`config.mk`:
```
export PLATFORM = sky130hd
export DESIGN_NAME = aocc_top
export DESIGN_NICKNAME = d
export VERILOG_FILES = /design/src/aocc_pkg.sv /design/src/aocc_align.sv /design/src/aocc_decode.sv /design/src/aocc_top.sv
export SDC_FILE = /design/constraint.sdc
export NUM_CORES = 1
export LEC_CHECK = 0
export ABC_AREA = 0
export ABC_CLOCK_PERIOD_IN_PS = 7300
export BUFFER_PORTS_ARGS = -buffer_cell sky130_fd_sc_hd__buf_4
export CORE_ASPECT_RATIO = 1.25
export CORE_UTILIZATION = 40
export CTS_CLUSTER_DIAMETER = 120
export CTS_CLUSTER_SIZE = 10
export DETAILED_ROUTE_END_ITERATION = 16
export GPL_TIMING_DRIVEN = 1
export PLACE_DENSITY = 0.66
export SLEW_MARGIN = 10
export SYNTH_ARGS = -nofsm -noshare
export SYNTH_HDL_FRONTEND = slang
export SYNTH_SLANG_ARGS = --single-unit
```
`constraint.sdc`:
```
create_clock -name clk_i -period 7.3 [get_ports clk_i]
set_clock_uncertainty 0.2 [all_clocks]
set_input_delay 0.73 -clock clk_i [delete_from_list [all_inputs] [get_ports clk_i]]
set_output_delay 0.73 -clock clk_i [all_outputs]
set_load 0.01 [all_outputs]
```
`src/aocc_pkg.sv`:
```
// Functional notes
// RULE_01: Aligned when low address bits fit size
// RULE_02: Instruction fetch addresses forced to word boundary
// RULE_03: Endian attribute never affects alignment checks
// RULE_04: Ordinary misaligned loads/stores complete, no exception
// RULE_05: Reservation/dcread ops need word-aligned address
// RULE_06: Zero-block with translation off, uncacheable/write-through faults
// RULE_07: Cache ops drop low four bits, never misalign
// RULE_08: Primaries 1,5,6,56,57,60,61 are illegal
// RULE_09: Unused extended opcodes under 19/31/59/63 illegal
// RULE_10: Class from primary plus extended opcode
// RULE_11: All-zero word illegal; primary zero reserved
// RULE_12: Illegal instruction raises program exception
// RULE_13: Optional unimplemented instructions trap as illegal
// RULE_14: Some invalid forms trap as illegal
// RULE_15: Unimplemented reserved instruction traps as illegal
// RULE_16: Check before commit; one-cycle pulse with cause
// RULE_17: Illegal instruction outranks alignment exception
package aocc_pkg;

  ////////////////////////////////////////////////////////////////////////////
  // Register map, byte offsets on the bus
  localparam logic [7:0]  AOCC_CTRL_OFS      = 8'h00;  // Check controls
  localparam logic [7:0]  AOCC_STATUS_OFS    = 8'h04;  // Sticky events, read clears
  localparam logic [7:0]  AOCC_MASK_OFS      = 8'h08;  // Interrupt mask
  localparam logic [7:0]  AOCC_LAST_EA_OFS   = 8'h0c;  // Address of last exception
  localparam logic [7:0]  AOCC_LAST_INSN_OFS = 8'h10;  // Word of last exception

  // Field positions
  localparam int AOCC_CTRL_EN_BIT    = 0;              // Raise exceptions at all
  localparam int AOCC_CTRL_INVF_BIT  = 1;              // Trap invalid forms
  localparam int AOCC_EV_ALIGN_BIT   = 0;              // Alignment exception raised
  localparam int AOCC_EV_ILLEGAL_BIT = 1;              // Program exception raised
  localparam int AOCC_EV_SPLIT_BIT   = 2;              // Split access absorbed, misaligned or running past the word
  localparam int AOCC_EV_RESV_BIT    = 3;              // Reserved-class trap
  localparam int AOCC_EV_W           = 4;              // Event field width

  // Values after reset
  localparam logic [1:0]          AOCC_CTRL_RST = 2'h1;  // Checks on, forms lenient
  localparam logic [AOCC_EV_W-1:0] AOCC_MASK_RST = 4'h0; // All events masked

  // Vector offset reported with an alignment exception
  localparam logic [15:0] AOCC_ALIGN_VECTOR = 16'h0600;

  ////////////////////////////////////////////////////////////////////////////
  // Enumerations
  typedef enum logic [1:0] {AOCC_SZ_BYTE, AOCC_SZ_HALF, AOCC_SZ_WORD, AOCC_SZ_DOUBLE} aocc_size_t;
  typedef enum logic [2:0] {AOCC_K_NONE, AOCC_K_LDST, AOCC_K_RESV, AOCC_K_DCBZ, AOCC_K_CACHE} aocc_kind_t;
  typedef enum logic [1:0] {AOCC_CL_DEFINED, AOCC_CL_RESERVED, AOCC_CL_ILLEGAL} aocc_class_t;
  typedef enum logic [1:0] {AOCC_C_NONE, AOCC_C_ALIGN, AOCC_C_ILLEGAL} aocc_cause_t;

  ////////////////////////////////////////////////////////////////////////////
  // Carriers
  typedef struct packed {
    logic [31:0] insn;               // Fetched word, big-endian order
    logic [31:0] effective_address;  // Operand address
    logic [31:0] fetch_address;      // Address the word came from
    aocc_size_t  size;               // Operand size
    aocc_kind_t  kind;               // Memory operation kind
    logic        data_translation_enable;
    logic        cacheable;          // Target region cacheable
    logic        write_through;      // Target region write-through
  } aocc_req_t;

  typedef struct packed {
    logic misaligned;    // Not on natural boundary
    logic crosses_word;  // Needs a second access
    logic align_exc;     // Alignment exception due
  } aocc_align_t;

  typedef struct packed {
    aocc_class_t cls;    // Opcode class
    logic        trap;   // Program exception due
  } aocc_dec_t;

endpackage : aocc_pkg

```
`src/aocc_align.sv`:
```
`timescale 1ns/1ps
`default_nettype none
module aocc_align
  import aocc_pkg::*;
(
  input  wire  aocc_req_t   req_i,  // Request under check
  output aocc_align_t       res_o   // Alignment verdict
);

  logic [3:0] low;      // Low address bits seen by the check
  logic [3:0] need;     // Bits that must be clear for this size
  logic [3:0] nbytes;   // Operand length
  logic [4:0] reach;    // End offset within the word

  // Pure alignment logic; the endian attribute is not even an input
  always_comb begin
    low   = req_i.effective_address[3:0];
    unique case (req_i.size)  // [RULE_01]
      AOCC_SZ_BYTE:   begin need = 4'h0; nbytes = 4'h1; end
      AOCC_SZ_HALF:   begin need = 4'h1; nbytes = 4'h2; end
      AOCC_SZ_WORD:   begin need = 4'h3; nbytes = 4'h4; end
      AOCC_SZ_DOUBLE: begin need = 4'h7; nbytes = 4'h8; end
    endcase
    // Cache ops look at a block, so the low bits are dropped
    if (req_i.kind == AOCC_K_CACHE || req_i.kind == AOCC_K_DCBZ) begin
      low = 4'h0;  // [RULE_07]
    end
    reach = {3'h0, low[1:0]} + {1'h0, nbytes};
    res_o.misaligned   = |(low & need);  // [RULE_03]
    res_o.crosses_word = (req_i.kind == AOCC_K_LDST) && (reach > 5'h04);
    unique case (req_i.kind)
      AOCC_K_RESV:  res_o.align_exc = |req_i.effective_address[1:0];  // [RULE_05]
      AOCC_K_DCBZ:  res_o.align_exc = !req_i.data_translation_enable &&
                                      (!req_i.cacheable || req_i.write_through);  // [RULE_06]
      default:      res_o.align_exc = 1'b0;  // Loads/stores split silently [RULE_04]
    endcase
  end

endmodule : aocc_align
`default_nettype wire

```
`src/aocc_decode.sv`:
```
`timescale 1ns/1ps
`default_nettype none
module aocc_decode
  import aocc_pkg::*;
(
  input  wire  logic [31:0] insn_i,      // Big-endian instruction word
  input  wire  logic        inv_trap_i,  // Trap invalid forms
  output aocc_dec_t         res_o        // Class and trap verdict
);

  logic [5:0] prim;   // Primary opcode
  logic [9:0] xo;     // Extended opcode
  logic [4:0] rt;     // Target field
  logic [4:0] ra;     // Base field
  logic       inv;    // Invalid form seen

  // Only the integer subset is defined; float, external control and
  // TLB invalidate are absent from the tables so software emulates them
  always_comb begin
    prim = insn_i[31:26];
    xo   = insn_i[10:1];
    rt   = insn_i[25:21];
    ra   = insn_i[20:16];
    res_o.cls = AOCC_CL_ILLEGAL;  // Anything unlisted [RULE_10]
    if (insn_i == 32'h0000_0000) begin
      res_o.cls = AOCC_CL_ILLEGAL;  // [RULE_11]
    end else if (prim == 6'h00) begin
      res_o.cls = AOCC_CL_RESERVED;  // [RULE_11]
    end else if (prim == 6'h13) begin
      if (xo inside {10'h000, 10'h010, 10'h021, 10'h032, 10'h033, 10'h081, 10'h096,
                     10'h0c1, 10'h0e1, 10'h101, 10'h121, 10'h1a1, 10'h1c1, 10'h210}) begin
        res_o.cls = AOCC_CL_DEFINED;  // [RULE_09]
      end
    end else if (prim == 6'h1f) begin
      if (xo inside {10'h000, 10'h004, 10'h008, 10'h208, 10'h00a, 10'h20a, 10'h00b, 10'h013,
                     10'h014, 10'h017, 10'h018, 10'h01a, 10'h01c, 10'h020, 10'h028, 10'h228,
                     10'h036, 10'h037, 10'h03c, 10'h04b, 10'h053, 10'h056, 10'h057, 10'h068,
                     10'h268, 10'h077, 10'h07c, 10'h083, 10'h088, 10'h288, 10'h08a, 10'h28a,
                     10'h090, 10'h092, 10'h096, 10'h097, 10'h0a3, 10'h0b7, 10'h0c8, 10'h2c8,
                     10'h0ca, 10'h2ca, 10'h0d7, 10'h0e8, 10'h2e8, 10'h0ea, 10'h2ea, 10'h0eb,
                     10'h2eb, 10'h0f6, 10'h0f7, 10'h106, 10'h10a, 10'h30a, 10'h116, 10'h117,
                     10'h11c, 10'h137, 10'h13c, 10'h143, 10'h153, 10'h157, 10'h173, 10'h177,
                     10'h197, 10'h19c, 10'h1b7, 10'h1bc, 10'h1c3, 10'h1c6, 10'h1cb, 10'h3cb,
                     10'h1d3, 10'h1d6, 10'h1dc, 10'h1e6, 10'h1eb, 10'h3eb, 10'h200, 10'h215,
                     10'h216, 10'h218, 10'h236, 10'h255, 10'h256, 10'h295, 10'h296, 10'h2d5,
                     10'h2f6, 10'h316, 10'h318, 10'h338, 10'h356, 10'h392, 10'h396, 10'h39a,
                     10'h3b2, 10'h3ba, 10'h3c6, 10'h3d2, 10'h3d6, 10'h3e6, 10'h3f6}) begin
        res_o.cls = AOCC_CL_DEFINED;  // [RULE_09] [RULE_13]
      end
    end else if (prim inside {6'h03, 6'h04, 6'h07, 6'h08, 6'h0a, 6'h0b, 6'h0c, 6'h0d,
                              6'h0e, 6'h0f, 6'h10, 6'h11, 6'h12, 6'h14, 6'h15, 6'h17,
                              [6'h18:6'h1d], [6'h20:6'h2f]}) begin
      res_o.cls = AOCC_CL_DEFINED;  // 1,5,6,56,57,60,61 and 59/63 fall through [RULE_08] [RULE_13]
    end
    // Update forms with base zero, or multiple-load overwriting its base
    inv = (prim inside {6'h21, 6'h23, 6'h25, 6'h27, 6'h29, 6'h2b, 6'h2d} && ra == 5'h00) ||
          (prim == 6'h2e && ra != 5'h00 && ra >= rt);
    if (res_o.cls == AOCC_CL_DEFINED && inv && inv_trap_i) begin
      res_o.cls = AOCC_CL_ILLEGAL;  // [RULE_14]
    end
    // No reserved opcode is implemented here, so every one traps
    res_o.trap = (res_o.cls != AOCC_CL_DEFINED);  // [RULE_12] [RULE_15]
  end

endmodule : aocc_decode
`default_nettype wire

```
`src/aocc_top.sv`:
```
// Our own choices: the address map and the Wishbone register port.
`timescale 1ns/1ps
`default_nettype none
module aocc_top
  import aocc_pkg::*;
(
  input  wire  logic        clk_i,           // Core clock
  input  wire  logic        rst_i,           // Synchronous reset, high
  // Pipeline side
  input  wire  logic        chk_valid_i,     // Request present this cycle
  input  wire  aocc_req_t   chk_req_i,       // Request contents
  output logic              exc_pulse_o,     // One-cycle exception pulse
  output aocc_cause_t       exc_cause_o,     // Cause with the pulse
  output logic [15:0]       exc_vector_o,    // Vector offset with an alignment pulse
  output logic              commit_ok_o,     // Result may be committed
  output logic              rsp_valid_o,     // Verdict valid
  output aocc_class_t       insn_class_o,    // Opcode class
  output logic              misaligned_o,    // Operand off natural boundary
  output logic              split_access_o,  // Extra access cycle needed
  output logic [31:0]       fetch_address_o, // Word-aligned fetch address
  // Wishbone slave
  input  wire  logic        wb_cyc_i,        // Bus cycle
  input  wire  logic        wb_stb_i,        // Strobe
  input  wire  logic        wb_we_i,         // Write enable
  input  wire  logic [7:0]  wb_adr_i,        // Byte address
  input  wire  logic [3:0]  wb_sel_i,        // Byte lanes
  input  wire  logic [31:0] wb_dat_i,        // Write data
  output logic [31:0]       wb_dat_o,        // Read data
  output logic              wb_ack_o,        // Acknowledge
  output logic              irq_o            // Level interrupt
);

  ////////////////////////////////////////////////////////////////////////////
  // Checkers
  aocc_align_t al;  // Alignment verdict
  aocc_dec_t   dc;  // Decode verdict
  logic [1:0]  ctrl;  // Control register
  logic [1:0]  next_ctrl;

  aocc_align u_align (
    .req_i (chk_req_i),
    .res_o (al)
  );

  aocc_decode u_decode (
    .insn_i     (chk_req_i.insn),
    .inv_trap_i (ctrl[AOCC_CTRL_INVF_BIT]),
    .res_o      (dc)
  );

  ////////////////////////////////////////////////////////////////////////////
  // Verdict stage: one cycle after the request, before any commit
  logic              next_exc_pulse;
  aocc_cause_t       next_exc_cause;
  logic [15:0]       next_exc_vector;
  logic              next_commit_ok;
  logic              next_rsp_valid;
  aocc_class_t       next_insn_class;
  logic              next_misaligned;
  logic              next_split;
  logic [31:0]       next_fetch_address;
  logic [AOCC_EV_W-1:0] ev;  // Events this cycle

  // Illegal is tested first: an alignment exception is never raised then
  always_comb begin
    next_exc_pulse     = 1'b0;
    next_exc_cause     = AOCC_C_NONE;
    next_exc_vector    = 16'h0000;
    next_rsp_valid     = chk_valid_i;
    next_insn_class    = dc.cls;
    next_misaligned    = chk_valid_i && al.misaligned;
    next_split         = chk_valid_i && (al.misaligned || al.crosses_word) &&
                         chk_req_i.kind == AOCC_K_LDST;  // [RULE_04]
    next_fetch_address = {chk_req_i.fetch_address[31:2], 2'h0};  // [RULE_02]
    ev                 = '0;
    if (chk_valid_i && ctrl[AOCC_CTRL_EN_BIT]) begin
      if (dc.trap) begin
        next_exc_pulse = 1'b1;  // [RULE_12] [RULE_17]
        next_exc_cause = AOCC_C_ILLEGAL;
        ev[AOCC_EV_ILLEGAL_BIT] = 1'b1;
        ev[AOCC_EV_RESV_BIT]    = (dc.cls == AOCC_CL_RESERVED);  // [RULE_15]
      end else if (al.align_exc) begin
        next_exc_pulse  = 1'b1;  // [RULE_05] [RULE_06]
        next_exc_cause  = AOCC_C_ALIGN;
        next_exc_vector = AOCC_ALIGN_VECTOR;  // [RULE_06]
        ev[AOCC_EV_ALIGN_BIT] = 1'b1;
      end
    end
    ev[AOCC_EV_SPLIT_BIT] = next_split;
    next_commit_ok = chk_valid_i && !next_exc_pulse;  // [RULE_16]
  end

  // Verdict registers; the pulse lasts exactly one cycle per request
  always_ff @(posedge clk_i) begin
    if (rst_i) begin
      exc_pulse_o     <= 1'b0;
      exc_cause_o     <= AOCC_C_NONE;
      exc_vector_o    <= 16'h0000;
      commit_ok_o     <= 1'b0;
      rsp_valid_o     <= 1'b0;
      insn_class_o    <= AOCC_CL_DEFINED;
      misaligned_o    <= 1'b0;
      split_access_o  <= 1'b0;
      fetch_address_o <= 32'h0000_0000;
    end else begin
      exc_pulse_o     <= next_exc_pulse;  // [RULE_16]
      exc_cause_o     <= next_exc_cause;
      exc_vector_o    <= next_exc_vector;
      commit_ok_o     <= next_commit_ok;
      rsp_valid_o     <= next_rsp_valid;
      insn_class_o    <= next_insn_class;
      misaligned_o    <= next_misaligned;
      split_access_o  <= next_split;
      fetch_address_o <= next_fetch_address;
    end
  end

  ////////////////////////////////////////////////////////////////////////////
  // Register file
  logic [AOCC_EV_W-1:0] status;       // Sticky events
  logic [AOCC_EV_W-1:0] next_status;
  logic [AOCC_EV_W-1:0] mask;         // Interrupt mask
  logic [AOCC_EV_W-1:0] next_mask;
  logic [31:0]          last_ea;      // Address of last exception
  logic [31:0]          next_last_ea;
  logic [31:0]          last_insn;    // Word of last exception
  logic [31:0]          next_last_insn;
  logic [31:0]          next_dat;
  logic                 next_ack;
  logic                 next_irq;
  logic                 acc;          // Access completes this edge
  logic                 wr;           // Write with low lane enabled

  // Decode, side effects and read mux; ack comes one cycle after strobe
  always_comb begin
    next_ack       = wb_cyc_i && wb_stb_i && !wb_ack_o;
    acc            = next_ack;
    wr             = acc && wb_we_i && wb_sel_i[0];
    next_ctrl      = ctrl;
    next_mask      = mask;
    next_last_ea   = last_ea;
    next_last_insn = last_insn;
    next_dat       = 32'h0000_0000;
    next_status    = status | ev;
    // Read clears, but an event in the same cycle survives
    if (acc && !wb_we_i && wb_adr_i == AOCC_STATUS_OFS) begin
      next_status = ev;
    end
    if (next_exc_pulse) begin
      next_last_ea   = chk_req_i.effective_address;
      next_last_insn = chk_req_i.insn;
    end
    if (wr && wb_adr_i == AOCC_CTRL_OFS) begin
      next_ctrl = wb_dat_i[1:0];
    end
    if (wr && wb_adr_i == AOCC_MASK_OFS) begin
      next_mask = wb_dat_i[AOCC_EV_W-1:0];
    end
    if (acc && !wb_we_i) begin
      unique case (wb_adr_i)
        AOCC_CTRL_OFS:      next_dat = {30'h0, ctrl};
        AOCC_STATUS_OFS:    next_dat = {28'h0, status};
        AOCC_MASK_OFS:      next_dat = {28'h0, mask};
        AOCC_LAST_EA_OFS:   next_dat = last_ea;
        AOCC_LAST_INSN_OFS: next_dat = last_insn;
        default:            next_dat = 32'h0000_0000;  // Unmapped reads zero
      endcase
    end
    next_irq = |(next_status & next_mask);
  end

  // Register file flops
  always_ff @(posedge clk_i) begin
    if (rst_i) begin
      ctrl      <= AOCC_CTRL_RST;
      status    <= '0;
      mask      <= AOCC_MASK_RST;
      last_ea   <= 32'h0000_0000;
      last_insn <= 32'h0000_0000;
      wb_dat_o  <= 32'h0000_0000;
      wb_ack_o  <= 1'b0;
      irq_o     <= 1'b0;
    end else begin
      ctrl      <= next_ctrl;
      status    <= next_status;
      mask      <= next_mask;
      last_ea   <= next_last_ea;
      last_insn <= next_last_insn;
      wb_dat_o  <= next_dat;
      wb_ack_o  <= next_ack;
      irq_o     <= next_irq;
    end
  end

endmodule : aocc_top
`default_nettype wire
```
==> Yosys cells after proc, flatten, opt, wreduce, memory -nomap -nowiden <==
Cells that the tools add are included.
{ "word_totals": {"reg_bits": 165, "inputBits": 154, "output_inout_bits": 91, "wordCells": 259} }
{ "classes": {"add_sub_neg": 1, "n_lt_le_gt_ge": 6, "eq_ne": 152, "mux": 26, "bitwise": 5, "n_reduce_logical": 50} }
{ "op_table": {"columns": ["op", "n"], "rows": [
  ["$eq A10 B10 Y1 const B", 40],
  ["$eq A10 B9 Y1 const B", 28],
  ["$eq A10 B8 Y1 const B", 20],
  ["$pmux W32 S5", 1],
  ["$reduce_bool A103 Y1", 1],
  ["$eq A10 B6 Y1 const B", 8],
  ["$eq A10 B5 Y1 const B", 7],
  ["$eq A10 B7 Y1 const B", 7],
  ["$eq A6 B5 Y1 const B", 8],
  ["$eq A6 B6 Y1 const B", 8],
  ["$eq A6 B4 Y1 const B", 7],
  ["$logic_not A32 Y1", 1],
  ["$pmux W4 S4", 2],
  ["$eq A10 B4 Y1 const B", 3],
  ["$logic_and A1 B1 Y1", 22],
  ["$mux W2", 10],
  ["$reduce_bool A18 Y1", 1],
  ["$eq A8 B4 Y1 const B", 2],
  ["$reduce_bool A14 Y1", 1],
  ["$eq A6 B3 Y1 const B", 2],
  ["$mux W4", 3],
  ["$mux W11", 1],
  ["$eq A10 B3 Y1 const B", 1],
  ["$logic_not A10 Y1", 1],
  ["other kinds (32)", 55]
]} }

==> Longest topological paths before layout <==
Gate-level depths: netlist of run 1.
{ "logic_depth": {"ltp_word": 19, "ltp_mapped": 13} }

==> Hierarchy <==
Synthesis of run 1 repeated with hierarchy kept, for this count alone.
{ "hier_totals": {"hier_cells": 851, "hier_area_um2": 6959.2} }
{ "by_module_without_submodules": {"columns": ["mod", "n_inst", "cells_per_inst", "area_per_inst_um2", "seq_area_each_um2"], "rows": [
  ["aocc_top", 1, 566, 5071.1, 2942.8],
  ["aocc_decode", 1, 263, 1716.6, 0.0],
  ["aocc_align", 1, 22, 171.4, 0.0]
]} }

==> Least setup slack after synthesis of run 1 <==
OpenSTA, ideal clock, no wires.
{ "synth_timing": {"path_type": "input-to-reg", "from": "in chk_req_i[80] in the netlist's numbering", "to": "reg last_ea[0]", "setup_time_ps": 72, "t_arrival_ps": 3175, "path_slack_ps": 3853, "cell_stages": 11, "n_path_buf": 3, "path_cell_list": "buf_2 and3b_1 o2111ai_1 nand4_1 or4_1 or4_1 o211a_1 nor2_4 buf_12 buf_12 mux2i_1"} }
{ "synth_via": {"elab_chain_cells": 14, "word_cells_on_any_way": 131, "classes_between": "eq/ne: 114; mux: 9; reduce/logical: 8"} }
{ "synth_rtl": {"columns": ["item", "line", "source"], "rows": [
  ["from (decl)", "aocc_top.sv:11", "input wire aocc_req_t chk_req_i,"],
  ["$eq A10 B3 Y1 (tied with other cells)", "aocc_decode.sv:35", "if (xo inside {10'h000, 10'h004, 10'h008, 10'h208, 10'h00a, 10'h20a, 10'h00b, 10'h013,"],
  ["$reduce_bool A103 Y1", "aocc_decode.sv:35", null],
  ["$mux W2", "aocc_decode.sv:35", null],
  ["$mux W2", "aocc_decode.sv:34", "end else if (prim == 6'h1f) begin"],
  ["$mux W2", "aocc_decode.sv:29", "end else if (prim == 6'h13) begin"],
  ["$mux W2", "aocc_decode.sv:27", "end else if (prim == 6'h00) begin"],
  ["$mux W2 *", "aocc_decode.sv:25", "if (insn_i == 32'h0000_0000) begin"],
  ["$logic_not A2 Y1", "aocc_decode.sv:58", "if (res_o.cls == AOCC_CL_DEFINED && inv && inv_trap_i) begin"],
  ["$logic_and A1 B1 Y1 (2 in series)", "aocc_decode.sv:58", null],
  ["$mux W2 *", "aocc_decode.sv:58", null],
  ["$reduce_bool A2 Y1 *", "aocc_decode.sv:62", "res_o.trap = (res_o.cls != AOCC_CL_DEFINED);"],
  ["$mux W1 *", "aocc_top.sv:77", "if (dc.trap) begin"],
  ["$mux W1 *", "aocc_top.sv:76", "if (chk_valid_i && ctrl[AOCC_CTRL_EN_BIT]) begin"],
  ["to (signal assigned)", "aocc_top.sv:187", "last_ea <= next_last_ea;"],
  ["to (decl)", "aocc_top.sv:124", "logic [31:0] last_ea;"]
]} }
Mark *: on every way between the ends. The rest lies on a longest branch, timed or not.
A chain may end at the register's enable or synchronous reset.

==> Final worst setup path of run 1 <==
{ "layout_timing": {"from": "in chk_req_i[80] in the netlist's numbering", "to": "reg last_ea[8]"} }
The elaborated chain is that of the path after synthesis.

==> impl_metrics.ini, run 1 <==
[worst_setup_path]
slowest_stage = nor2_4
crit_chain = buf_4 -> and3b_1 -> o2111ai_1 -> nand4_1 -> or4_1 -> or4_1 -> o211a_1 -> nor2_4 -> buf_4 -> mux2i_1
crit_path_start_kind = input port
crit_start = chk_req_i[80]
endpoint_kind = flop
regToRegStartpoint = ctrl[1]
reg2reg_slack_ps = 4280
cp_max_fo = 29
path_delay_family = simple AND/OR/NAND/NOR gates
cpPeakStageDelay_ps = 600
crit_arrival_ps = 4360
reg2reg_to = last_ea[8]
reg2reg_depth = 8
crit_required_ps = 7430
path_class = in -> reg
path_buf_inv = 2

[die]
die_y_um = 153
die_x_um = 123
core_um2 = 17600
initial_core_util_pct = 41.3
rows = 54
ios = 245
die_area_um2 = 18700

[sta]
fin_crit_ps = 4230
finalCritPeriodShare_pct = 57.9
finalMaxSlewViolations = 0
finalSetupViolCount = 0
rsz0062_at_grt = false
hold_viol = 0
tightest_slew_ps = 904
fin_tns_setup_ps = 0
max_freq_mhz = 236
slew_headroom_pct = 39.7

[synthesis]
avgSynthCellArea_um2 = 9.12
syn_area_um2 = 7280
synth_edf_count = 0
synth_ff_type = dfxtp_1
yosys-top-cells-area = dfxtp_1 (40%), nand2b_1 (12%), mux2i_1 (9.8%)
ys_types = 64
async_reset_ff_share_pct = 0
ys_seq_area_share_pct = 40.4
synthCells = 798
yosysTopAreaCellShare_pct = 40.4
ys_seq_elements = 147
yosysTopAreaCell = dfxtp_1
synth-warning-count = 0

[cts]
cts_buffers = 17
clkLatencyLatePin_ps = 420
clockBufferDepth = 2
clk_pin_slew_worst_paths_ps = 60
cts_setup_buffers = 0
cts_hold_buf = 0
cts_resized = 0
cts_sinks = 147
cts-root-buf = clkbuf_16
htree_num_levels = 4
cts_tree = done

[cells_and_area]
most-common-layout-cells = buf_4 (201), dfxtp_1 (147), nand2b_1 (141)
area_growth_pct = 26.9
n_antenna_cell = 0
final_common_cell = buf_4
nNetsFinal = 1120
drive_above_1_share_pct = 25.2

[pwr]
power.total_w = 0.00195
ir_drop_v = 0.000147
p_leak_nw = 3.78
p_per_area_nw_per_um2 = 211

[grt]
grt_max_degree = 116
antenna_found_initial = 0
grt_pass1_wl_mm = 29.0
grt_pass1_vias = 5704
grt_overflow = 0
grt_usage_pct = 19.9

[placed_design]
gp_congestion = 0.911
dp.final_hpwl_mm = 13.2
io_buffer_count = 195

[detailed_routing]
vias = 6135
drtAntennaViolNets = 0
drc = 0
wl_per_cell_um = 15.8
drt_iter0_drc = 375
vias_per_cell = 5.13
wl_mm = 18.9
first_pass_iters = 5

[worst_hold_path]
worstHoldStart = last_ea[12]
hold-path-cell-count = 2
min_to = last_ea[12]
hold_path_class = reg -> reg

[run_status]
status = finished, final reports clean

[run]
cap_violations = 0
-- layer usage --
layer  part of all wire (%)  track usage [%]  up-vias
met5                      0                0        -
met4                    2.0             7.55        0
met3                    7.1             4.90       26
met2                     49             34.0      255
met1                     42             23.7     2795
li1                       -                -     3059
-- worst reg2reg max path: stages, from the launching register on --
cell and delay (ps):
dfxtp_1 360, nand3_1 110, nor4_1 280, a21oi_1 140, o211ai_1 220, o21ai_1 180
nor2_4 600, buf_4 570, mux2i_1 290
-- synth_stat cells (6+ instances only) --
library cell and count:
nor4_1 8, nor2_1 64, clkbuf_1 34, and2_1 7, dfxtp_1 147, a21oi_1 18, a22oi_1 33, inv_1 16
buf_2 11, nand2b_1 141, nand2_1 24, nand4_1 11, nand3_1 11, ha_1 7, buf_4 22, a31oi_1 8
mux2i_1 71, or4_1 9, buf_12 6, nor2b_1 44, nor3_1 15
-- through the flow --
step                area (um^2)  instances  util, %  hold slack [ps]  setup slack (ps)
finish                     9230       1195     52.3              273              3070
global route               9230       1195     52.3              289              2900
CTS                        9230       1195     52.3              275              3070
detailed placement         8650       1163     49.1              262              2660
global placement           8650       1163     49.1              258              2660
floorplan                  7330        813        -              243              3850
-- where the power goes --
part           switching [W]  internal (W)
Clock               0.000366      0.000489
Sequential         0.0000154      0.000836
Combinational       0.000121      0.000121
Total               0.000502       0.00145
-- cells by family after synthesis --
logic type	synth area share [%]
simple gates	29.0
flops	40.4
compound gates	10.9
buf+inv	7.36
mux	10.4
fa+ha+maj	1.48
xor+xnor	0.361
other cells	0.0515
-- worst max-delay path by stage --
stage	to	cells past startpoint
floorplan	last_ea[0]	11
global placement	last_ea[5]	10
detailed placement	last_insn[14]	10
CTS	last_ea[8]	10
global route	last_ea[8]	10
finish	last_ea[8]	10
-- cell type report --
type	instances	area [um^2]
multi-input combinational	575	3860
inverter	16	60.1
sequential	147	2940
clock buffer	18	439
clock inverter	14	140
fill	1671	8400
timing repair buffer	201	1510
tap	224	280
-- state kept, by name, summed over array words and instances (netlist names) --
signal / cells
ctrl: 2
rsp_valid_o: 1
status: 4
exc_cause_o: 1
last_ea: 32
exc_vector_o: 1
insn_class_o: 2
wb_ack_o: 1
commit_ok_o: 1
fetch_address_o: 30
last_insn: 32
irq_o: 1
mask: 4
split_access_o: 1
misaligned_o: 1
exc_pulse_o: 1
wb_dat_o: 32
Note: power is estimated with default switching activity, not from simulation.
==> inputs of run 2 (changes only) <==
--- a/config.mk
+++ b/config.mk
@@ -6,7 +6,7 @@
 export NUM_CORES = 1
 export LEC_CHECK = 0
 export ABC_AREA = 0
-export ABC_CLOCK_PERIOD_IN_PS = 7300
+export ABC_CLOCK_PERIOD_IN_PS = 3700
 export BUFFER_PORTS_ARGS = -buffer_cell sky130_fd_sc_hd__buf_4
 export CORE_ASPECT_RATIO = 1.25
 export CORE_UTILIZATION = 40
@@ -14,7 +14,7 @@
 export CTS_CLUSTER_SIZE = 10
 export DETAILED_ROUTE_END_ITERATION = 16
 export GPL_TIMING_DRIVEN = 1
-export PLACE_DENSITY = 0.66
+export PLACE_DENSITY = 0.68
 export SLEW_MARGIN = 10
 export SYNTH_ARGS = -nofsm -noshare
 export SYNTH_HDL_FRONTEND = slang
==> constraint.sdc (replaced) <==
create_clock -name clk_i -period 3.7 [get_ports clk_i]
set_clock_uncertainty 0.2 [all_clocks]
set_input_delay 0.37 -clock clk_i [delete_from_list [all_inputs] [get_ports clk_i]]
set_output_delay 0.37 -clock clk_i [all_outputs]
set_load 0.01 [all_outputs]
==> impl_metrics.ini, run 2 (synthesized netlist as in run 1, its figures left out) <==
[die]
rows = 54
core_um2 = 17600
die_area_um2 = 18700
ios = 245
initial_core_util_pct = 41.3
die_y_um = 153
die_x_um = 123

[grt]
grt_max_degree = 71
antenna_found_initial = 0
grt_usage_pct = 20.7
grt_pass1_vias = 6147
grt_overflow = 0
grt_pass1_wl_mm = 30.8

[cts]
cts-root-buf = clkbuf_16
cts_tree = done
cts_buffers = 17
clockBufferDepth = 2
cts_setup_buffers = 0
clk_pin_slew_worst_paths_ps = 70
cts_sinks = 147
htree_num_levels = 4
clkLatencyLatePin_ps = 410

[cells_and_area]
area_growth_pct = 32.5
drive_above_1_share_pct = 25.3
top_regs = last_ea: 32 flops, last_insn: 32 flops, wb_dat_o: 32 flops
n_antenna_cell = 0
nNetsFinal = 1156
final_cells = 1231
most-common-layout-cells = buf_4 (207), dfxtp_1 (147), nand2b_1 (141)
final_common_cell = buf_4

[detailed_routing]
drtAntennaViolNets = 0
first_pass_iters = 5
vias_per_cell = 5.18
drc = 0
vias = 6378
wl_per_cell_um = 15.7
drt_iter0_drc = 356
wl_mm = 19.3

[worst_setup_path]
crit_required_ps = 3830
endpoint_kind = flop
path_class = in -> reg
reg2reg_to = last_ea[21]
crit_arrival_ps = 3300
cp_max_fo = 23
reg2reg_depth = 8
crit_path_start_kind = input port
reg2reg_slack_ps = 1370
regToRegStartpoint = ctrl[1]

[pwr]
p_leak_nw = 3.95
ir_drop_v = 0.000303
p_per_area_nw_per_um2 = 409

[placed_design]
place_inst = 1173
dp.final_hpwl_mm = 13.4
gp_congestion = 0.934
io_buffer_count = 195

[run_status]
status = finished, final reports clean

[sta]
finalCritPeriodShare_pct = 85.5
fin_crit_ps = 3170
hold_viol = 0
worst_hold_slack_ps = 24.9
slew_headroom_pct = 59.3
fin_tns_setup_ps = 0
finalMaxSlewViolations = 0
rsz0062_at_grt = false
tightest_slew_ps = 602
max_freq_mhz = 316
finalSetupViolCount = 0

[worst_hold_path]
hold-path-cell-count = 3
min_to = last_ea[6]
hold_path_class = in -> reg
worstHoldStart = chk_req_i[46]

[run]
cap_violations = 0
-- run 2: cell types whose count changed in the layout (fill, tap and decap cells not counted), sizes merged --
cell / before / now
clkinv: 5 / 3
dlygate4sd3: 0 / 26
inv: 24 / 22
buf: 201 / 211
clkinvlp: 0 / 3
bufinv: 1 / 2
-- run 2: worst max-delay path by stage --
stage,end,startpoint,slack [ps]
2_1_floorplan,last_ea[0],chk_req_i[80],610
5_1_grt,last_insn[16],chk_req_i[74],450
6_report,last_ea[21],chk_req_i[74],530
3_5_place_dp,last_ea[8],chk_req_i[74],130
4_1_cts,last_ea[8],chk_req_i[74],570
3_3_place_gp,last_insn[11],chk_req_i[74],180
-- run 2: power breakdown --
part	total (W)	switching, W	internal, W
Clock	0.00174	0.000710	0.00103
Sequential	0.00168	0.0000306	0.00165
Combinational	0.000520	0.000251	0.000270
Total	0.00394	0.000991	0.00295
-- run 2: per-layer routing --
| metal | routed length [um] | GRT usage [%] | share of wire, % |
|---|---|---|---|
| met1 | 7840 | 24.2 | 41 |
| met2 | 9710 | 36.7 | 50 |
| met3 | 1420 | 4.42 | 7.4 |
| met4 | 306 | 6.74 | 1.6 |
| met5 | 0 | 0 | 0 |
-- run 2: layout make-up --
cell class | instances | area (um^2)
fill | 1590 | 7990
timing repair buffer | 237 | 1890
clock buffer | 18 | 439
sequential | 147 | 2940
clock inverter | 14 | 166
tap | 224 | 280
inverter | 16 | 60.1
multi-input combinational | 575 | 3860
-- run 2: what timing repair did --
| item | 4_1_cts | 5_1_grt |
|---|---|---|
| setup endpoints to repair | 0 | 0 |
| hold buffers | 25 | 1 |
| endpoints found under the hold margin | 25 | 1 |
| resized for setup | 0 | 0 |
-- run 2: metrics by stage --
stage	total power, W	instance area [um^2]	utilization [%]	setup WS [ps]
2_1_floorplan	0.00202	7330	-	613
3_3_place_gp	0.00220	8780	49.8	176
3_5_place_dp	0.00221	8780	49.8	125
4_1_cts	0.00398	9630	54.6	570
5_1_grt	0.00411	9640	54.7	450
6_report	0.00394	9640	54.7	535
-- run 2: worst max-delay path, stage by stage --
cell,delay (ps)
buf_4,190
nor2b_1,220
a32oi_1,270
o32ai_1,120
or4_1,460
or4_1,580
o211a_1,270
nor2_4,340
buf_12,240
mux2i_1,210
==> inputs of run 3 (changes only) <==
--- a/config.mk
+++ b/config.mk
@@ -8,7 +8,8 @@
 export ABC_AREA = 0
 export ABC_CLOCK_PERIOD_IN_PS = 3700
 export BUFFER_PORTS_ARGS = -buffer_cell sky130_fd_sc_hd__buf_4
-export CORE_ASPECT_RATIO = 1.25
+export CORE_ASPECT_RATIO = 0.5
+export CORE_MARGIN = 2
 export CORE_UTILIZATION = 40
 export CTS_CLUSTER_DIAMETER = 120
 export CTS_CLUSTER_SIZE = 10
==> impl_metrics.ini, run 3 (synthesized netlist as in run 1, its figures left out) <==
[sta]
max_freq_mhz = 325
finalMaxSlewViolations = 0
hold_viol = 0
fin_tns_setup_ps = 0
finalCritPeriodShare_pct = 83.1
finalSetupViolCount = 0
slew_headroom_pct = 50.7
tightest_slew_ps = 730
fin_crit_ps = 3070
rsz0062_at_grt = false
fin_ws_ps = 627

[cts]
cts_resized = 0
clkLatencyLatePin_ps = 410
cts_buffers = 17
cts_sinks = 147
clockBufferDepth = 2
htree_num_levels = 4
cts_tree = done
cts-root-buf = clkbuf_16
clk_pin_slew_worst_paths_ps = 70

[worst_setup_path]
path_buf_inv = 3
cpPeakStageDelay_ps = 560
crit_path_start_kind = input port
crit_required_ps = 3840
slowest_stage = or4_1
crit_arrival_ps = 3210
cp_max_fo = 22
crit_chain = buf_4 -> nor2_1 -> nand3_1 -> a21boi_0 -> or4_1 -> or4_1 -> o211a_1 -> nor2_4 -> buf_12 -> buf_12 -> mux2i_1
endpoint_kind = flop
path_delay_family = simple AND/OR/NAND/NOR gates
path_class = in -> reg

[grt]
grt_max_degree = 94
grt_overflow = 0
grt_pass1_vias = 6228
antenna_found_initial = 0
grt_pass1_wl_mm = 31.6
grt_usage_pct = 20.1

[cells_and_area]
n_antenna_cell = 0
multi_input_area_um2 = 3860
most-common-layout-cells = buf_4 (203), dfxtp_1 (147), nand2b_1 (141)
area_growth_pct = 32.6
regArea_um2 = 2940
nNetsFinal = 1156
drive_above_1_share_pct = 25.1
fillers = 1552
final_common_cell = buf_4
top_regs = last_ea: 32 flops, last_insn: 32 flops, wb_dat_o: 32 flops

[run]
cap_violations = 0

[detailed_routing]
drc = 0
wl_mm = 20.0
vias = 6401
first_pass_iters = 5
drtAntennaViolNets = 0
drt_iter0_drc = 383
wl_per_cell_um = 16.1
vias_per_cell = 5.16

[run_status]
status = finished, final reports clean

[die]
die_area_um2 = 19300
die_x_um = 195
ios = 245
die_y_um = 99.4
initial_core_util_pct = 41.4
core_um2 = 17600
rows = 34

[pwr]
ir_drop_v = 0.000269
p_per_area_nw_per_um2 = 398
p_leak_nw = 3.94

[worst_hold_path]
hold_path_class = in -> reg

[placed_design]
io_buffer_count = 195
gp_congestion = 0.920
dp_slack_ps = 242
dp.final_hpwl_mm = 13.6
==> run 3: layout make-up <==
cell class / count / area share, %
Sequential cell: 147 / 30.5
Multi-Input combinational cell: 575 / 40.0
Tap cell: 234 / 3.04
Inverter: 16 / 0.623
Clock inverter: 13 / 1.18
Clock buffer: 19 / 4.70
Timing Repair Buffer: 237 / 19.9
==> run 3: final timing paths <==
check	startpoint	to	cells past startpoint	slack (ps)
max	chk_req_i[76]	last_ea[24]	11	630
min	chk_req_i[22]	fetch_address_o[14]	2	10
max reg2reg	ctrl[1]	last_ea[24]	9	1380
min reg2reg	last_ea[23]	last_ea[23]	2	270
==> run 3: report_power, final <==
part / switching [W] / internal, W
clock network: 0.000714 / 0.000914
registers: 0.0000310 / 0.00165
logic: 0.000255 / 0.000273
==> run 3: per-layer routing <==
| layer | GRT usage, % | wire [um] | vias up |
|---|---|---|---|
| li1 | - | - | 3132 |
| met1 | 25.9 | 9160 | 3039 |
| met2 | 35.2 | 9640 | 210 |
| met3 | 3.26 | 932 | 20 |
| met4 | 6.11 | 274 | 0 |
| met5 | 0 | 0 | - |
==> run 3: timing repair <==
item	in CTS	in global routing
hold endpoints to repair	28	0
hold buffers	28	0
setup buffers	0	0
==> run 3: per-stage QoR <==
stage / area, um^2 / total power (W) / utilization [%] / hold WS (ps) / instances
global placement: 8800 / 0.00220 / 50.1 / 259 / 1181
CTS: 9650 / 0.00387 / 54.9 / 0.590 / 1241
finish: 9650 / 0.00384 / 54.9 / 12.7 / 1241
global route: 9650 / 0.00400 / 54.9 / 1.11 / 1241
floorplan: 7330 / 0.00202 / - / 243 / 813
detailed placement: 8800 / 0.00221 / 50.1 / 264 / 1181
